$ cat src/rtl/obc_pkg.sv
package obc_pkg;
  // register offsets on the analog page
  localparam logic [6:0] RSVD_A_OFF = 7'h2b;
  localparam logic [6:0] HP_DRV_CTRL_OFF = 7'h2c;
  localparam logic [6:0] RSVD_B_OFF = 7'h2d;
  localparam logic [6:0] BIAS_PD_OFF = 7'h2e;
  localparam logic [6:0] RSVD_C_OFF = 7'h2f;
  localparam logic [6:0] IN_CM_OFF = 7'h32;
  localparam logic [6:0] RSVD_D_OFF = 7'h33;
  // headphone_driver_control fields
  localparam int DBNC_MSB = 7;
  localparam int DBNC_LSB = 5;
  localparam int DRIVE_MSB = 4;
  localparam int DRIVE_LSB = 3;
  localparam int AUX_LINEOUT_BIT = 2;
  // bias_and_power_down fields
  localparam int SOFT_PD_BIT = 7;
  localparam int BIAS_OVR_BIT = 3;
  localparam int BIAS_LVL_MSB = 1;
  localparam int BIAS_LVL_LSB = 0;
  // input_common_mode_settings fields
  localparam int ANALOG_INPUT_ONE_CM_BIT = 7;
  localparam int ANALOG_INPUT_TWO_CM_BIT = 6;
  // reset values, reserved drive code and bias-off code
  localparam logic [2:0] DBNC_RST = 3'h0;
  localparam logic [1:0] DRIVE_RST = 2'h0;
  localparam logic [1:0] DRIVE_RSVD_CODE = 2'h2;
  localparam logic [1:0] BIAS_LVL_RST = 2'h0;
  localparam logic [1:0] BIAS_LVL_OFF = 2'h0;
  // timing
  localparam int CLK_HZ = 10_000_000;
  localparam int SETTLE_US = 100;
  localparam int SETTLE_CYCLES = (SETTLE_US * (CLK_HZ / 1_000_000));
  localparam int CNT_W = 10;
  localparam int OSC_PER_STEP = 8;
  localparam int DBNC_DIV = 8;
endpackage : obc_pkg

$ cat src/rtl/obc_debounce_gen.sv
`timescale 1ns/1ps
module obc_debounce_gen (
  input wire logic clock, // system clock
  input wire logic resetn, // async reset, active low
  input wire logic [2:0] dbnc_code, // debounce interval code
  input wire logic src_mclk, // 1: divided master clock, 0: internal oscillator
  input wire logic mhz_tick, // 1 MHz enable pulse from the master clock divider
  input wire logic osc_tick, // one pulse per internal oscillator period
  output logic dbnc_tick_q // debounce sampling enable pulse
);
  // ==========================================================
  // base step: one microsecond on the master clock path, eight
  // oscillator periods on the oscillator path (so 8.2 MHz gives 0.975 us)
  logic [2:0] pre_q, pre_d;
  logic [5:0] cnt_q, cnt_d;
  logic [2:0] code_q, code_d;
  logic tick_d;
  logic base_tick;
  // one bit wider than the counter so that 64 steps (code 111) does not wrap to zero
  logic [6:0] period;

  // sampling period is interval / 8, i.e. 2**(code-1) base steps
  always_comb begin
    period = 7'h01 << (dbnc_code - 3'h1);
    base_tick = 1'b0;
    pre_d = pre_q;
    if (src_mclk) begin
      base_tick = mhz_tick;
      pre_d = 3'h0;
    end else if (osc_tick) begin
      // step scales with the real oscillator rate, not a fixed time
      pre_d = pre_q + 3'h1;
      base_tick = (pre_q == 3'(obc_pkg::OSC_PER_STEP - 1));
    end
    code_d = dbnc_code;
    cnt_d = cnt_q;
    tick_d = 1'b0;
    if (dbnc_code == 3'h0 || code_q != dbnc_code) begin
      // zero interval: no sampling clock; a new code restarts the count
      cnt_d = 6'h00;
    end else if (base_tick) begin
      if ({1'b0, cnt_q} == period - 7'h01) begin
        cnt_d = 6'h00;
        tick_d = 1'b1;
      end else begin
        cnt_d = cnt_q + 6'h01;
      end
    end
  end

  always_ff @(posedge clock or negedge resetn) begin
    if (!resetn) begin
      pre_q <= 3'h0;
      cnt_q <= 6'h00;
      code_q <= 3'h0;
      dbnc_tick_q <= 1'b0;
    end else begin
      pre_q <= pre_d;
      cnt_q <= cnt_d;
      code_q <= code_d;
      dbnc_tick_q <= tick_d;
    end
  end
endmodule : obc_debounce_gen

$ cat src/rtl/obc_regs.sv
// Notes on behaviour
// three-bit code picks debounce 0, then 8 to 512 us doubling on 1 MHz
// oscillator source scales intervals with real oscillator rate; code 001 near 7.8 us
// debounce sampling clock period is selected interval divided by eight
// two-bit drive field: 00 default, 01 more current, 11 most; 10 reserved
// one bit: aux driver is headphone driver when clear, line-out when set
// top bias register bit set enables whole-device software power-down
// without headset under detection bias stays off unless override bit set
// bias level field: off, two volts, two and a half volts, analog supply
// first analog input tied to common mode when its bit set, else floating
// second analog input tied to common mode when its bit set, else floating
// software writes zeros into reserved fields of bias and common-mode registers
// host never writes fully reserved registers with undefined contents
// host writes back only reset contents into preserve-value reserved ranges
// delay-timer page defaults readable only 100 us after any reset
// fixed debounce steps hold for master clock divided down to 1 MHz
// registers read back last write and load reset values on any reset; a drive code 10 write leaves the old drive field
`timescale 1ns/1ps
module obc_regs (
  input wire logic clock, // system clock, 10 MHz
  input wire logic resetn, // hardware reset, async, active low
  input wire logic soft_reset, // software reset pulse
  input wire logic [6:0] reg_addr, // register offset within the page
  input wire logic reg_wr, // write strobe, one cycle
  input wire logic reg_rd, // read strobe, one cycle
  input wire logic [7:0] reg_wdata, // write data
  input wire logic src_mclk, // debounce source: 1 master clock path, 0 oscillator
  input wire logic mhz_tick, // 1 MHz enable pulse from the master clock divider
  input wire logic osc_tick, // internal oscillator period pulse
  input wire logic headset_detect_en, // headset detection enabled
  input wire logic headset_present_pin, // headset inserted, asynchronous pin
  output logic [7:0] reg_rdata_q, // read data
  output logic reg_rvalid_q, // read data valid, one cycle
  output logic dbnc_tick_q, // debounce sampling enable
  output logic [1:0] dac_drive_mode_q, // converter drive current mode
  output logic aux_output_driver_lineout_q, // aux_output_driver as line-out
  output logic soft_power_down_q, // device software power-down
  output logic [1:0] microphone_bias_output_level_q, // bias level code
  output logic microphone_bias_output_en_q, // bias actually powered
  output logic analog_input_one_cm_q, // tie first input to common_mode_level
  output logic analog_input_two_cm_q, // tie second input to common_mode_level
  output logic timer_defaults_valid_q // delay-timer page defaults valid
);
  // ==========================================================
  // types and helpers
  typedef enum logic {SETTLING, READY} obc_settle_t;

  function automatic logic hit(input logic [6:0] a, input logic [6:0] off);
    hit = (a == off);
  endfunction : hit

  // ==========================================================
  // pin synchroniser
  logic [1:0] sync_q;
  logic hs_present;
  genvar gi;
  generate
    for (gi = 0; gi < 2; gi++) begin : g_sync
      always_ff @(posedge clock or negedge resetn) begin
        if (!resetn) begin
          sync_q[gi] <= 1'b0;
        end else begin
          sync_q[gi] <= (gi == 0) ? headset_present_pin : sync_q[0];
        end
      end
    end
  endgenerate
  assign hs_present = sync_q[1];

  // ==========================================================
  // register storage; reserved fields are not stored and read as zero
  logic [2:0] dbnc_q, dbnc_d;
  logic [1:0] drive_q, drive_d;
  logic lineout_q, lineout_d;
  logic pd_q, pd_d;
  logic ovr_q, ovr_d;
  logic [1:0] lvl_q, lvl_d;
  logic cm1_q, cm1_d;
  logic cm2_q, cm2_d;
  logic [7:0] rdata_d;
  logic rvalid_d;
  logic bias_en_d;

  always_comb begin
    dbnc_d = dbnc_q;
    drive_d = drive_q;
    lineout_d = lineout_q;
    pd_d = pd_q;
    ovr_d = ovr_q;
    lvl_d = lvl_q;
    cm1_d = cm1_q;
    cm2_d = cm2_q;
    if (soft_reset) begin
      dbnc_d = obc_pkg::DBNC_RST;
      drive_d = obc_pkg::DRIVE_RST;
      lineout_d = 1'b0;
      pd_d = 1'b0;
      ovr_d = 1'b0;
      lvl_d = obc_pkg::BIAS_LVL_RST;
      cm1_d = 1'b0;
      cm2_d = 1'b0;
    end else if (reg_wr) begin
      // writes to reserved offsets are dropped; nothing behind them
      if (hit(reg_addr, obc_pkg::HP_DRV_CTRL_OFF)) begin
        dbnc_d = reg_wdata[obc_pkg::DBNC_MSB:obc_pkg::DBNC_LSB];
        // the reserved code is refused so the converter drive never sees it
        if (reg_wdata[obc_pkg::DRIVE_MSB:obc_pkg::DRIVE_LSB] != obc_pkg::DRIVE_RSVD_CODE) begin
          drive_d = reg_wdata[obc_pkg::DRIVE_MSB:obc_pkg::DRIVE_LSB];
        end
        lineout_d = reg_wdata[obc_pkg::AUX_LINEOUT_BIT];
      end
      if (hit(reg_addr, obc_pkg::BIAS_PD_OFF)) begin
        pd_d = reg_wdata[obc_pkg::SOFT_PD_BIT];
        ovr_d = reg_wdata[obc_pkg::BIAS_OVR_BIT];
        lvl_d = reg_wdata[obc_pkg::BIAS_LVL_MSB:obc_pkg::BIAS_LVL_LSB];
      end
      if (hit(reg_addr, obc_pkg::IN_CM_OFF)) begin
        cm1_d = reg_wdata[obc_pkg::ANALOG_INPUT_ONE_CM_BIT];
        cm2_d = reg_wdata[obc_pkg::ANALOG_INPUT_TWO_CM_BIT];
      end
    end
  end

  always_comb begin
    rdata_d = 8'h00;
    rvalid_d = reg_rd;
    if (reg_rd) begin
      if (hit(reg_addr, obc_pkg::HP_DRV_CTRL_OFF)) begin
        rdata_d[obc_pkg::DBNC_MSB:obc_pkg::DBNC_LSB] = dbnc_q;
        rdata_d[obc_pkg::DRIVE_MSB:obc_pkg::DRIVE_LSB] = drive_q;
        rdata_d[obc_pkg::AUX_LINEOUT_BIT] = lineout_q;
      end
      if (hit(reg_addr, obc_pkg::BIAS_PD_OFF)) begin
        rdata_d[obc_pkg::SOFT_PD_BIT] = pd_q;
        rdata_d[obc_pkg::BIAS_OVR_BIT] = ovr_q;
        rdata_d[obc_pkg::BIAS_LVL_MSB:obc_pkg::BIAS_LVL_LSB] = lvl_q;
      end
      if (hit(reg_addr, obc_pkg::IN_CM_OFF)) begin
        rdata_d[obc_pkg::ANALOG_INPUT_ONE_CM_BIT] = cm1_q;
        rdata_d[obc_pkg::ANALOG_INPUT_TWO_CM_BIT] = cm2_q;
      end
    end
    // bias gated off while the level code is off, or while detection says no headset and the override bit is clear
    bias_en_d = (lvl_q != obc_pkg::BIAS_LVL_OFF)
                && (ovr_q || !headset_detect_en || hs_present);
  end

  always_ff @(posedge clock or negedge resetn) begin
    if (!resetn) begin
      dbnc_q <= obc_pkg::DBNC_RST;
      drive_q <= obc_pkg::DRIVE_RST;
      lineout_q <= 1'b0;
      pd_q <= 1'b0;
      ovr_q <= 1'b0;
      lvl_q <= obc_pkg::BIAS_LVL_RST;
      cm1_q <= 1'b0;
      cm2_q <= 1'b0;
      reg_rdata_q <= 8'h00;
      reg_rvalid_q <= 1'b0;
      microphone_bias_output_en_q <= 1'b0;
    end else begin
      dbnc_q <= dbnc_d;
      drive_q <= drive_d;
      lineout_q <= lineout_d;
      pd_q <= pd_d;
      ovr_q <= ovr_d;
      lvl_q <= lvl_d;
      cm1_q <= cm1_d;
      cm2_q <= cm2_d;
      reg_rdata_q <= rdata_d;
      reg_rvalid_q <= rvalid_d;
      microphone_bias_output_en_q <= bias_en_d;
    end
  end

  // field outputs are the register flops themselves
  assign dac_drive_mode_q = drive_q;
  assign aux_output_driver_lineout_q = lineout_q;
  assign soft_power_down_q = pd_q;
  assign microphone_bias_output_level_q = lvl_q;
  assign analog_input_one_cm_q = cm1_q;
  assign analog_input_two_cm_q = cm2_q;

  // ==========================================================
  // settling timer after hardware or software reset
  obc_settle_t st_q, st_d;
  logic [obc_pkg::CNT_W-1:0] cnt_q, cnt_d;
  logic valid_d;

  always_comb begin
    st_d = st_q;
    cnt_d = cnt_q;
    valid_d = 1'b0;
    case (st_q)
      SETTLING: begin
        if (cnt_q == obc_pkg::CNT_W'(obc_pkg::SETTLE_CYCLES - 1)) begin
          st_d = READY;
          valid_d = 1'b1;
        end else begin
          cnt_d = cnt_q + 1'b1;
        end
      end
      READY: begin
        valid_d = 1'b1;
      end
      default: begin
        st_d = SETTLING;
      end
    endcase
    if (soft_reset) begin
      st_d = SETTLING;
      cnt_d = '0;
      valid_d = 1'b0;
    end
  end

  always_ff @(posedge clock or negedge resetn) begin
    if (!resetn) begin
      st_q <= SETTLING;
      cnt_q <= '0;
      timer_defaults_valid_q <= 1'b0;
    end else begin
      st_q <= st_d;
      cnt_q <= cnt_d;
      timer_defaults_valid_q <= valid_d;
    end
  end

  // ==========================================================
  // debounce sampling clock
  obc_debounce_gen u_dbnc (
    .clock(clock),
    .resetn(resetn),
    .dbnc_code(dbnc_q),
    .src_mclk(src_mclk),
    .mhz_tick(mhz_tick),
    .osc_tick(osc_tick),
    .dbnc_tick_q(dbnc_tick_q)
  );
endmodule : obc_regs

$ cat config.mk
export PLATFORM = sky130hd
export DESIGN_NAME = obc_regs
export DESIGN_NICKNAME = d
export VERILOG_FILES = /design/src/rtl/obc_pkg.sv /design/src/rtl/obc_debounce_gen.sv /design/src/rtl/obc_regs.sv
export SDC_FILE = /design/constraint.sdc
export NUM_CORES = 1
export LEC_CHECK = 0
export BUFFER_PORTS_ARGS = -buffer_cell sky130_fd_sc_hd__buf_4
export CORE_ASPECT_RATIO = 0.5
export CORE_UTILIZATION = 40
export CTS_BUF_LIST = sky130_fd_sc_hd__clkbuf_16
export DETAILED_ROUTE_END_ITERATION = 8
export PLACE_DENSITY = 0.6
export SLEW_MARGIN = 20
export SYNTH_ARGS = -nofsm -noshare
export SYNTH_HDL_FRONTEND = slang
export SYNTH_SLANG_ARGS = --single-unit
$ cat constraint.sdc
create_clock -name clock -period 7.12 [get_ports clock]
set_input_delay 0.356 -clock clock [delete_from_list [all_inputs] [get_ports clock]]
set_output_delay 0.356 -clock clock [all_outputs]
set_load 0.05 [all_outputs]
# --- After elaboration in Yosys (flattened, before gate mapping) ---
# Cells that the tools add are included.
op_classes:
  n_addsub: 5
  bitwise: 1
  reduce_logical: 19
  n_eq_ne: 10
  mux: 49
  shift: 1
ops:
  columns: ["operator", "count"]
  rows:
  - ["10-bit 2-to-1 mux", 3]
  - ["1-bit 2-to-1 mux", 26]
  - ["6-bit 2-to-1 mux", 4]
  - ["7-bit by 6-bit == test with 1-bit output (second input constant)", 3]
  - ["2-bit 2-to-1 mux", 9]
  - ["2-bit nonzero test", 8]
  - ["3-bit 2-to-1 mux", 5]
  - ["10-bit by 1-bit adder with 10-bit output (second input constant)", 1]
  - ["10-bit == test (second input constant)", 1]
  - ["8-bit 2-to-1 mux", 1]
  - ["2-bit AND reduction", 4]
  - ["6-bit by 7-bit == test with 1-bit output", 1]
  - ["1-bit by 3-bit << shifter with 7-bit output (first input constant)", 1]
  - ["7-bit by 1-bit subtractor with 7-bit output (second input constant)", 1]
  - ["6-bit by 1-bit adder with 6-bit output (second input constant)", 1]
  - ["2-bit != test (second input constant)", 3]
  - ["3-bit by 1-bit adder with 3-bit output (second input constant)", 1]
  - ["3-bit == test (second input constant)", 1]
  - ["3-bit logical NOT", 1]
  - ["1-bit logical OR", 3]
  - ["3-bit != test", 1]
  - ["3-bit AND reduction", 1]
  - ["3-bit by 1-bit subtractor with 3-bit output (second input constant)", 1]
  - ["1-bit case mux with 2 select lines", 1]
  - ["3 further kinds", 3]
word_totals:
  inputBits: 25
  word_cells: 105
  reg_bits: 49
  out_inout_bits: 20

# --- Longest topological paths before layout ---
depth:
  ltp_word: 7
  mapped_depth: 13
  ltp_nobuf: 10

# --- Hierarchy ---
# A second synthesis with hierarchy kept.
hier_totals:
  cells_unflattened: 253
  area_unflattened_um2: 2552.4
by_module_without_submodules:
  columns: ["mod", "area_per_inst_um2", "instances", "seq_area_each_um2", "cells_per_inst"]
  rows:
  - ["obc_regs", 1636.6, 1, 875.8, 153]
  - ["obc_debounce_gen", 915.9, 1, 325.3, 100]

# --- Least setup slack after synthesis ---
# OpenSTA, ideal clock, no wires.
synth_path:
  kind: "register to register"
  from: "register dbnc_q[1]"
  to: "register u_dbnc.cnt_q[2]"
  t_arrival_ns: 2.775
  stages_incl_launch_ff: 14
  n_path_buf: 3
  t_required_ns: 6.994
  period_less_slack_ns: 2.901
  setup_time_ns: 0.126
  path_slack_ns: 4.219
  cell_sequence: "dfrtp_1 > buf_2 > nor2_1 > ha_1 > buf_2 > nand3b_1 > ha_1 > buf_2 > nor4b_1 > or4_1 > a31oi_2 > a2111oi_4 > nor2_2 > a221o_1"
synth_between:
  elab_chain_len: 7
  word_cells_on_any_way: 11
  classes_between: "add/sub: 2; eq/ne: 2; shift: 1; mux: 3; reduce/logical: 3"
synth_lines:
  columns: ["item", "line_no", "text"]
  rows:
  - ["start, declared", "obc_regs.sv:72", "logic [2:0] dbnc_q, dbnc_d;"]
  - ["start signal, assigned", "obc_regs.sv:150", "dbnc_q <= obc_pkg::DBNC_RST;"]
  - ["start signal, assigned", "obc_regs.sv:162", "dbnc_q <= dbnc_d;"]
  - ["3-bit by 1-bit subtractor with 3-bit output", "obc_debounce_gen.sv:24", "period = 7'h01 << (dbnc_code - 3'h1);"]
  - ["1-bit by 3-bit << shifter with 7-bit output", "obc_debounce_gen.sv:24", null]
  - ["7-bit by 1-bit subtractor with 7-bit output", "obc_debounce_gen.sv:42", "if ({1'b0, cnt_q} == period - 7'h01) begin"]
  - ["6-bit by 7-bit == test with 1-bit output", "obc_debounce_gen.sv:42", null]
  - ["6-bit 2-to-1 mux", "obc_debounce_gen.sv:42", null]
  - ["6-bit 2-to-1 mux", "obc_debounce_gen.sv:41", "end else if (base_tick) begin"]
  - ["6-bit 2-to-1 mux", "obc_debounce_gen.sv:38", "if (dbnc_code == 3'h0 || code_q != dbnc_code) begin"]
  - ["end signal, assigned", "obc_debounce_gen.sv:59", "cnt_q <= cnt_d;"]
  - ["end, declared", "obc_debounce_gen.sv:15", "logic [5:0] cnt_q, cnt_d;"]
# Parallel ways exist; a longest one is shown, timed or not. The select of a mux whose other input is x is not followed.
# A chain may end at the register's enable or synchronous reset.

# --- Worst setup path in the final report ---
layout_path:
  from: "register dbnc_q[0]"
  to: "register u_dbnc.cnt_q[2]"
# Same word-level chain as after synthesis.

==> report_table.html <==
<table>
<tr><th>Metric</th><th>Value</th></tr>
<tr><th colspan="2">Critical path</th></tr>
<tr><td>Data arrival time at the worst-slack endpoint</td><td>3.46 ns</td></tr>
<tr><td>Crit Path Class</td><td>reg -&gt; reg</td></tr>
<tr><td>Crit-path leading delay family</td><td>compound AO/OA/AOI/OAI gates</td></tr>
<tr><td>Buffers and inverters on the worst path</td><td>0</td></tr>
<tr><td>Data required time at the worst endpoint</td><td>7.29 ns</td></tr>
<tr><td>Launching element type of the critical path</td><td>flop</td></tr>
<tr><td>Most prevalent standard cell on the critical path</td><td>sky130_fd_sc_hd__ha_1</td></tr>
<tr><td>Cell breakdown of the critical path</td><td>nor2_1, ha_1, nand3b_1, ha_1, nor4b_1, or4_1, a31oi_2, a2111oi_4, nor2_2, a221o_1</td></tr>
<tr><td>CP Capture Type</td><td>flop</td></tr>
<tr><td>Maximum fanout count along the critical path</td><td>15</td></tr>
<tr><td>Maximum single-stage delay on the critical path</td><td>0.65 ns</td></tr>
<tr><td>CP max-delay cell</td><td>sky130_fd_sc_hd__dfrtp_1</td></tr>
<tr><th colspan="2">Yosys</th></tr>
<tr><td>Seq/Total Area, Yosys</td><td>50.39%</td></tr>
<tr><td>#FFs+latches synth</td><td>48</td></tr>
<tr><td>Net count after synthesis</td><td>between 200 and 300</td></tr>
<tr><td>Count of yosys warnings during synthesis</td><td>0</td></tr>
<tr><td>Synthesized instance count</td><td>226</td></tr>
<tr><td>Count of unique library cells instantiated by Yosys</td><td>45</td></tr>
<tr><td>Post-synthesis cell area</td><td>2384 µm²</td></tr>
<tr><td>Synthesized area divided by synthesized cell count</td><td>~11 µm²</td></tr>
<tr><th colspan="2">Power and ir drop</th></tr>
<tr><td>Cell area power density</td><td>186.9 nW/µm²</td></tr>
<tr><td>Maximum vdd ir drop</td><td>0.08148 mV</td></tr>
<tr><td>Share of power burned in combinational logic</td><td>between 5 and 6%</td></tr>
<tr><td>Leak</td><td>between 0.001 and 0.0015 µW</td></tr>
<tr><td>Clock Power Share</td><td>42.5%</td></tr>
<tr><td>Cell internal power dissipation</td><td>418.0 µW</td></tr>
<tr><td>Sequential power share</td><td>around half</td></tr>
<tr><td>Reported net switching power</td><td>121.6 µW</td></tr>
<tr><td>Switching part of the total</td><td>22.53%</td></tr>
<tr><th colspan="2">STA</th></tr>
<tr><td>Timing-limited maximum frequency</td><td>0.3046 GHz</td></tr>
<tr><td>Least-Margin Pin Slew</td><td>0.6170 ns</td></tr>
<tr><td>Final Cycle Share</td><td>46.11%</td></tr>
<tr><td>Final hold viol count</td><td>0</td></tr>
<tr><td>Minimum clock period after layout</td><td>3.283 ns</td></tr>
<tr><td>Final setup slack of the worst path</td><td>3.837 ns</td></tr>
<tr><td>Worst slew margin relative to its limit</td><td>between 50% and 60%</td></tr>
<tr><td>Worst setup skew after layout</td><td>0.006067 ns</td></tr>
<tr><td>Number of failing setup endpoints in the final timing report</td><td>0</td></tr>
<tr><td>Final setup TNS</td><td>0 ns</td></tr>
<tr><td>Max Transition Viols Final</td><td>0</td></tr>
<tr><td>Smallest hold slack</td><td>0.07155 ns</td></tr>
<tr><td>Setup repair after global routing missed its margin</td><td>false</td></tr>
<tr><th colspan="2">Drt</th></tr>
<tr><td>Antenna Nets Post-Route</td><td>0</td></tr>
<tr><td>Total vias in the final route</td><td>about 1,800</td></tr>
<tr><td>Vias per inst</td><td>roughly 5.2</td></tr>
<tr><td>TritonRoute pass-1 iters</td><td>4</td></tr>
<tr><td>Average wire per cell in the routed design</td><td>14.09 µm</td></tr>
<tr><td>Residual DRC count</td><td>0</td></tr>
<tr><td>Aggregate routed wire length</td><td>4.777 mm</td></tr>
<tr><td>DRC violation total after the first TritonRoute iteration</td><td>64</td></tr>
<tr><th colspan="2">Final layout</th></tr>
<tr><td>P&amp;R area growth vs syn</td><td>21.10%</td></tr>
<tr><td>Final-layout fill cell count</td><td>527</td></tr>
<tr><td>Core Util, Final</td><td>51.45%</td></tr>
<tr><td>Share of layout cells above drive strength 1</td><td>21.43%</td></tr>
<tr><td>Post-layout nets</td><td>297</td></tr>
<tr><td>Count of inserted antenna diode cells</td><td>0</td></tr>
<tr><td>Final cell count without fillers</td><td>339</td></tr>
<tr><th colspan="2">Clock network</th></tr>
<tr><td>Clock latency on the worst-skew pair</td><td>0.29 ns</td></tr>
<tr><td>Number of clock buffers inserted by TritonCTS</td><td>5</td></tr>
<tr><td>Hold buffers post-CTS</td><td>0</td></tr>
<tr><td>Maximum clock path buffer count</td><td>2</td></tr>
<tr><td>Clock root cell</td><td>sky130_fd_sc_hd__clkbuf_16</td></tr>
<tr><td>TritonCTS Sinks</td><td>48</td></tr>
<tr><td>Post-cts sizing count</td><td>0</td></tr>
<tr><td>CTS tree</td><td>yes</td></tr>
<tr><td>Post-CTS repair timing setup buffer count</td><td>0</td></tr>
<tr><td># H-tree levels</td><td>2</td></tr>
<tr><td>Clock-pin slew on the worst setup and hold paths</td><td>about 0.06 ns</td></tr>
<tr><th colspan="2">Global routing</th></tr>
<tr><td>Largest net degree at the start of global routing</td><td>49</td></tr>
<tr><td>Via count of the first global-routing pass</td><td>1,697</td></tr>
<tr><td>Remaining global-route overflow</td><td>0</td></tr>
<tr><td>GRT Util Overall</td><td>16.47%</td></tr>
<tr><td>Global-route wire length before repair</td><td>8.148 mm</td></tr>
<tr><td>Initial antenna violation count</td><td>0</td></tr>
<tr><th colspan="2">Floorplan</th></tr>
<tr><td>Area of the core</td><td>about 5600 µm²</td></tr>
<tr><td>Die area</td><td>6291 µm²</td></tr>
<tr><td>Starting density of the core</td><td>between 40% and 50%</td></tr>
<tr><td>Standard-cell row count</td><td>19</td></tr>
<tr><td>Ports placed on the boundary</td><td>45</td></tr>
<tr><td>Horiz. Die Dim</td><td>approximately 110 µm</td></tr>
<tr><td>Die Y</td><td>56.59 µm</td></tr>
<tr><th colspan="2">Place</th></tr>
<tr><td>Total of buffers placed on input and output ports</td><td>44</td></tr>
<tr><td>Placer Congestion</td><td>0.7294</td></tr>
<tr><td>DP Wirelength</td><td>between 3 and 4 mm</td></tr>
<tr><td>Inst Count DP</td><td>332</td></tr>
<tr><td>Worst Setup Slack post-DPL</td><td>3.863 ns</td></tr>
<tr><th colspan="2">Hold path</th></tr>
<tr><td>Class of the tightest hold or removal check</td><td>in -&gt; async</td></tr>
<tr><th colspan="2">Run status</th></tr>
<tr><td>Result of the run</td><td>finished clean</td></tr>
<tr><th colspan="2">Run</th></tr>
<tr><td>Max-capacitance violation count</td><td>0</td></tr>
</table>
per-layer routing:
metal	track usage [%]	share of wire [%]	wire (µm)	vias to the layer above
li1	-	-	-	858
met2	26.43	48	2283	11
met3	3.888	1.9	90	8
met1	22.04	49	2343	874
met4	5.792	1.2	59	0
met5	0	0	0	-
cells by family (layout without fill, tap and decap cells):
| group | after synthesis | in the layout | share of synthesized area (%) |
|---|---|---|---|
| simple gates | 97 | 97 | 21.26 |
| flops | 48 | 48 | 50.39 |
| compound gates | 31 | 31 | 10.71 |
| xor+xnor | 19 | 19 | 7.297 |
| buf+inv | 15 | 55 | 2.992 |
| mux | 10 | 10 | 4.200 |
| fa+ha+maj | 6 | 6 | 3.150 |
power by group through the flow:
stage / clock (µW) / sequential (µW) / combinational, µW
6_report: 229 / 279 / 31.3
5_1_grt: 248 / 279 / 36.0
4_1_cts: 236 / 279 / 32.2
3_5_place_dp: 0 / 284 / 32.1
3_3_place_gp: 0 / 284 / 31.3
2_1_floorplan: 0 / 285 / 10.2
worst register-to-register path, stage by stage (launching register included):
cell                        delay [ns]
sky130_fd_sc_hd__dfrtp_1          0.65
sky130_fd_sc_hd__nor2_1           0.11
sky130_fd_sc_hd__ha_1             0.44
sky130_fd_sc_hd__nand3b_1         0.12
sky130_fd_sc_hd__ha_1             0.33
sky130_fd_sc_hd__nor4b_1          0.27
sky130_fd_sc_hd__or4_1            0.17
sky130_fd_sc_hd__a31oi_2          0.10
sky130_fd_sc_hd__a2111oi_4        0.54
sky130_fd_sc_hd__nor2_2           0.10
sky130_fd_sc_hd__a221o_1          0.33
state kept, by name (all words and copies together) (netlist names), 2 cells and up:
| signal | flops |
|---|---|
| dac_drive_mode_q | 2 |
| u_dbnc.cnt_q | 6 |
| microphone_bias_output_level_q | 2 |
| u_dbnc.pre_q | 3 |
| cnt_q | 10 |
| u_dbnc.code_q | 3 |
| reg_rdata_q | 8 |
| dbnc_q | 3 |
cell usage in the layout, fill, tap and decap left out, types with 3 or more instances in the layout:
cell type,count
sky130_fd_sc_hd__nand3_1,4
sky130_fd_sc_hd__a21oi_1,6
sky130_fd_sc_hd__inv_1,4
sky130_fd_sc_hd__xor2_1,13
sky130_fd_sc_hd__dfrtp_1,48
sky130_fd_sc_hd__nor2b_1,7
sky130_fd_sc_hd__xnor2_1,5
sky130_fd_sc_hd__buf_4,44
sky130_fd_sc_hd__nor3b_1,3
sky130_fd_sc_hd__nand3b_1,3
sky130_fd_sc_hd__mux2i_1,10
sky130_fd_sc_hd__clkbuf_16,5
sky130_fd_sc_hd__and3_1,10
sky130_fd_sc_hd__nor2_1,25
sky130_fd_sc_hd__o21ai_0,8
sky130_fd_sc_hd__nand2_1,24
sky130_fd_sc_hd__ha_1,6
area by class of cell:
cell class / count / area [µm²] / share of cell area, %
multi-input combinational: 163 / 1111 / 38.49
tap: 73 / 91.34 / 3.164
sequential: 48 / 1201 / 41.61
inverter: 4 / 15.01 / 0.5202
clock buffer: 5 / 125.1 / 4.335
timing repair buffer: 44 / 330.3 / 11.44
clock inverter: 2 / 12.51 / 0.4335
stage by stage:
step | total power, µW | cell area, µm²
finish | 539.6 | 2887
global route | 563.7 | 2887
CTS | 547.2 | 2887
detailed placement | 316.3 | 2749
global placement | 315.3 | 2749
floorplan | 295.2 | 2384
final timing paths:
path                                      from              end  slack, ns  cells after the start
max                                  dbnc_q[0]  u_dbnc.cnt_q[2]       3.84                     10
min                                     resetn         cnt_q[4]       0.07                      1
max reg2reg                          dbnc_q[0]  u_dbnc.cnt_q[2]       3.84                     10
min reg2reg                          sync_q[0]       hs_present       0.35                      0
max in group asynchronous               resetn  u_dbnc.cnt_q[0]       6.64                      1
min in group clock         headset_present_pin        sync_q[0]       0.17                      1
Yosys cell counts:
library cell / n / area share, %
sky130_fd_sc_hd__a2111oi_4: 2 / 2.3
sky130_fd_sc_hd__a211oi_1: 2 / 0.63
sky130_fd_sc_hd__a21o_1: 2 / 0.63
sky130_fd_sc_hd__a21oi_1: 6 / 1.3
sky130_fd_sc_hd__a221o_1: 2 / 0.84
sky130_fd_sc_hd__a22o_1: 2 / 0.74
sky130_fd_sc_hd__a22oi_1: 2 / 0.63
sky130_fd_sc_hd__a31oi_2: 1 / 0.52
sky130_fd_sc_hd__a41oi_1: 1 / 0.37
sky130_fd_sc_hd__and2_0: 1 / 0.26
sky130_fd_sc_hd__and2_1: 2 / 0.52
sky130_fd_sc_hd__and3_1: 10 / 2.6
sky130_fd_sc_hd__and3b_1: 1 / 0.37
sky130_fd_sc_hd__and4b_1: 1 / 0.42
sky130_fd_sc_hd__buf_2: 3 / 0.63
sky130_fd_sc_hd__buf_4: 1 / 0.32
sky130_fd_sc_hd__buf_6: 1 / 0.47
sky130_fd_sc_hd__clkbuf_1: 6 / 0.94
sky130_fd_sc_hd__dfrtp_1: 48 / 50
sky130_fd_sc_hd__ha_1: 6 / 3.1
sky130_fd_sc_hd__inv_1: 4 / 0.63
sky130_fd_sc_hd__mux2i_1: 10 / 4.2
sky130_fd_sc_hd__nand2_1: 24 / 3.8
sky130_fd_sc_hd__nand2b_1: 2 / 0.52
sky130_fd_sc_hd__nand3_1: 4 / 0.84
sky130_fd_sc_hd__nand3b_1: 3 / 0.94
sky130_fd_sc_hd__nand4b_1: 2 / 0.74
sky130_fd_sc_hd__nor2_1: 25 / 3.9
sky130_fd_sc_hd__nor2_2: 1 / 0.26
sky130_fd_sc_hd__nor2b_1: 7 / 1.8
sky130_fd_sc_hd__nor3_1: 2 / 0.42
sky130_fd_sc_hd__nor3b_1: 3 / 0.94
sky130_fd_sc_hd__nor4_1: 2 / 0.52
sky130_fd_sc_hd__nor4b_1: 2 / 0.74
sky130_fd_sc_hd__nor4bb_1: 1 / 0.42
sky130_fd_sc_hd__o2111ai_1: 1 / 0.37
sky130_fd_sc_hd__o21ai_0: 8 / 1.7
sky130_fd_sc_hd__o31ai_1: 1 / 0.32
sky130_fd_sc_hd__o32a_1: 1 / 0.42
sky130_fd_sc_hd__or2_2: 1 / 0.26
sky130_fd_sc_hd__or3_1: 1 / 0.26
sky130_fd_sc_hd__or4_1: 2 / 0.63
sky130_fd_sc_hd__xnor2_1: 5 / 1.8
sky130_fd_sc_hd__xor2_1: 13 / 4.8
sky130_fd_sc_hd__xor2_2: 1 / 0.68
Note: power is estimated with default switching activity, not from simulation.
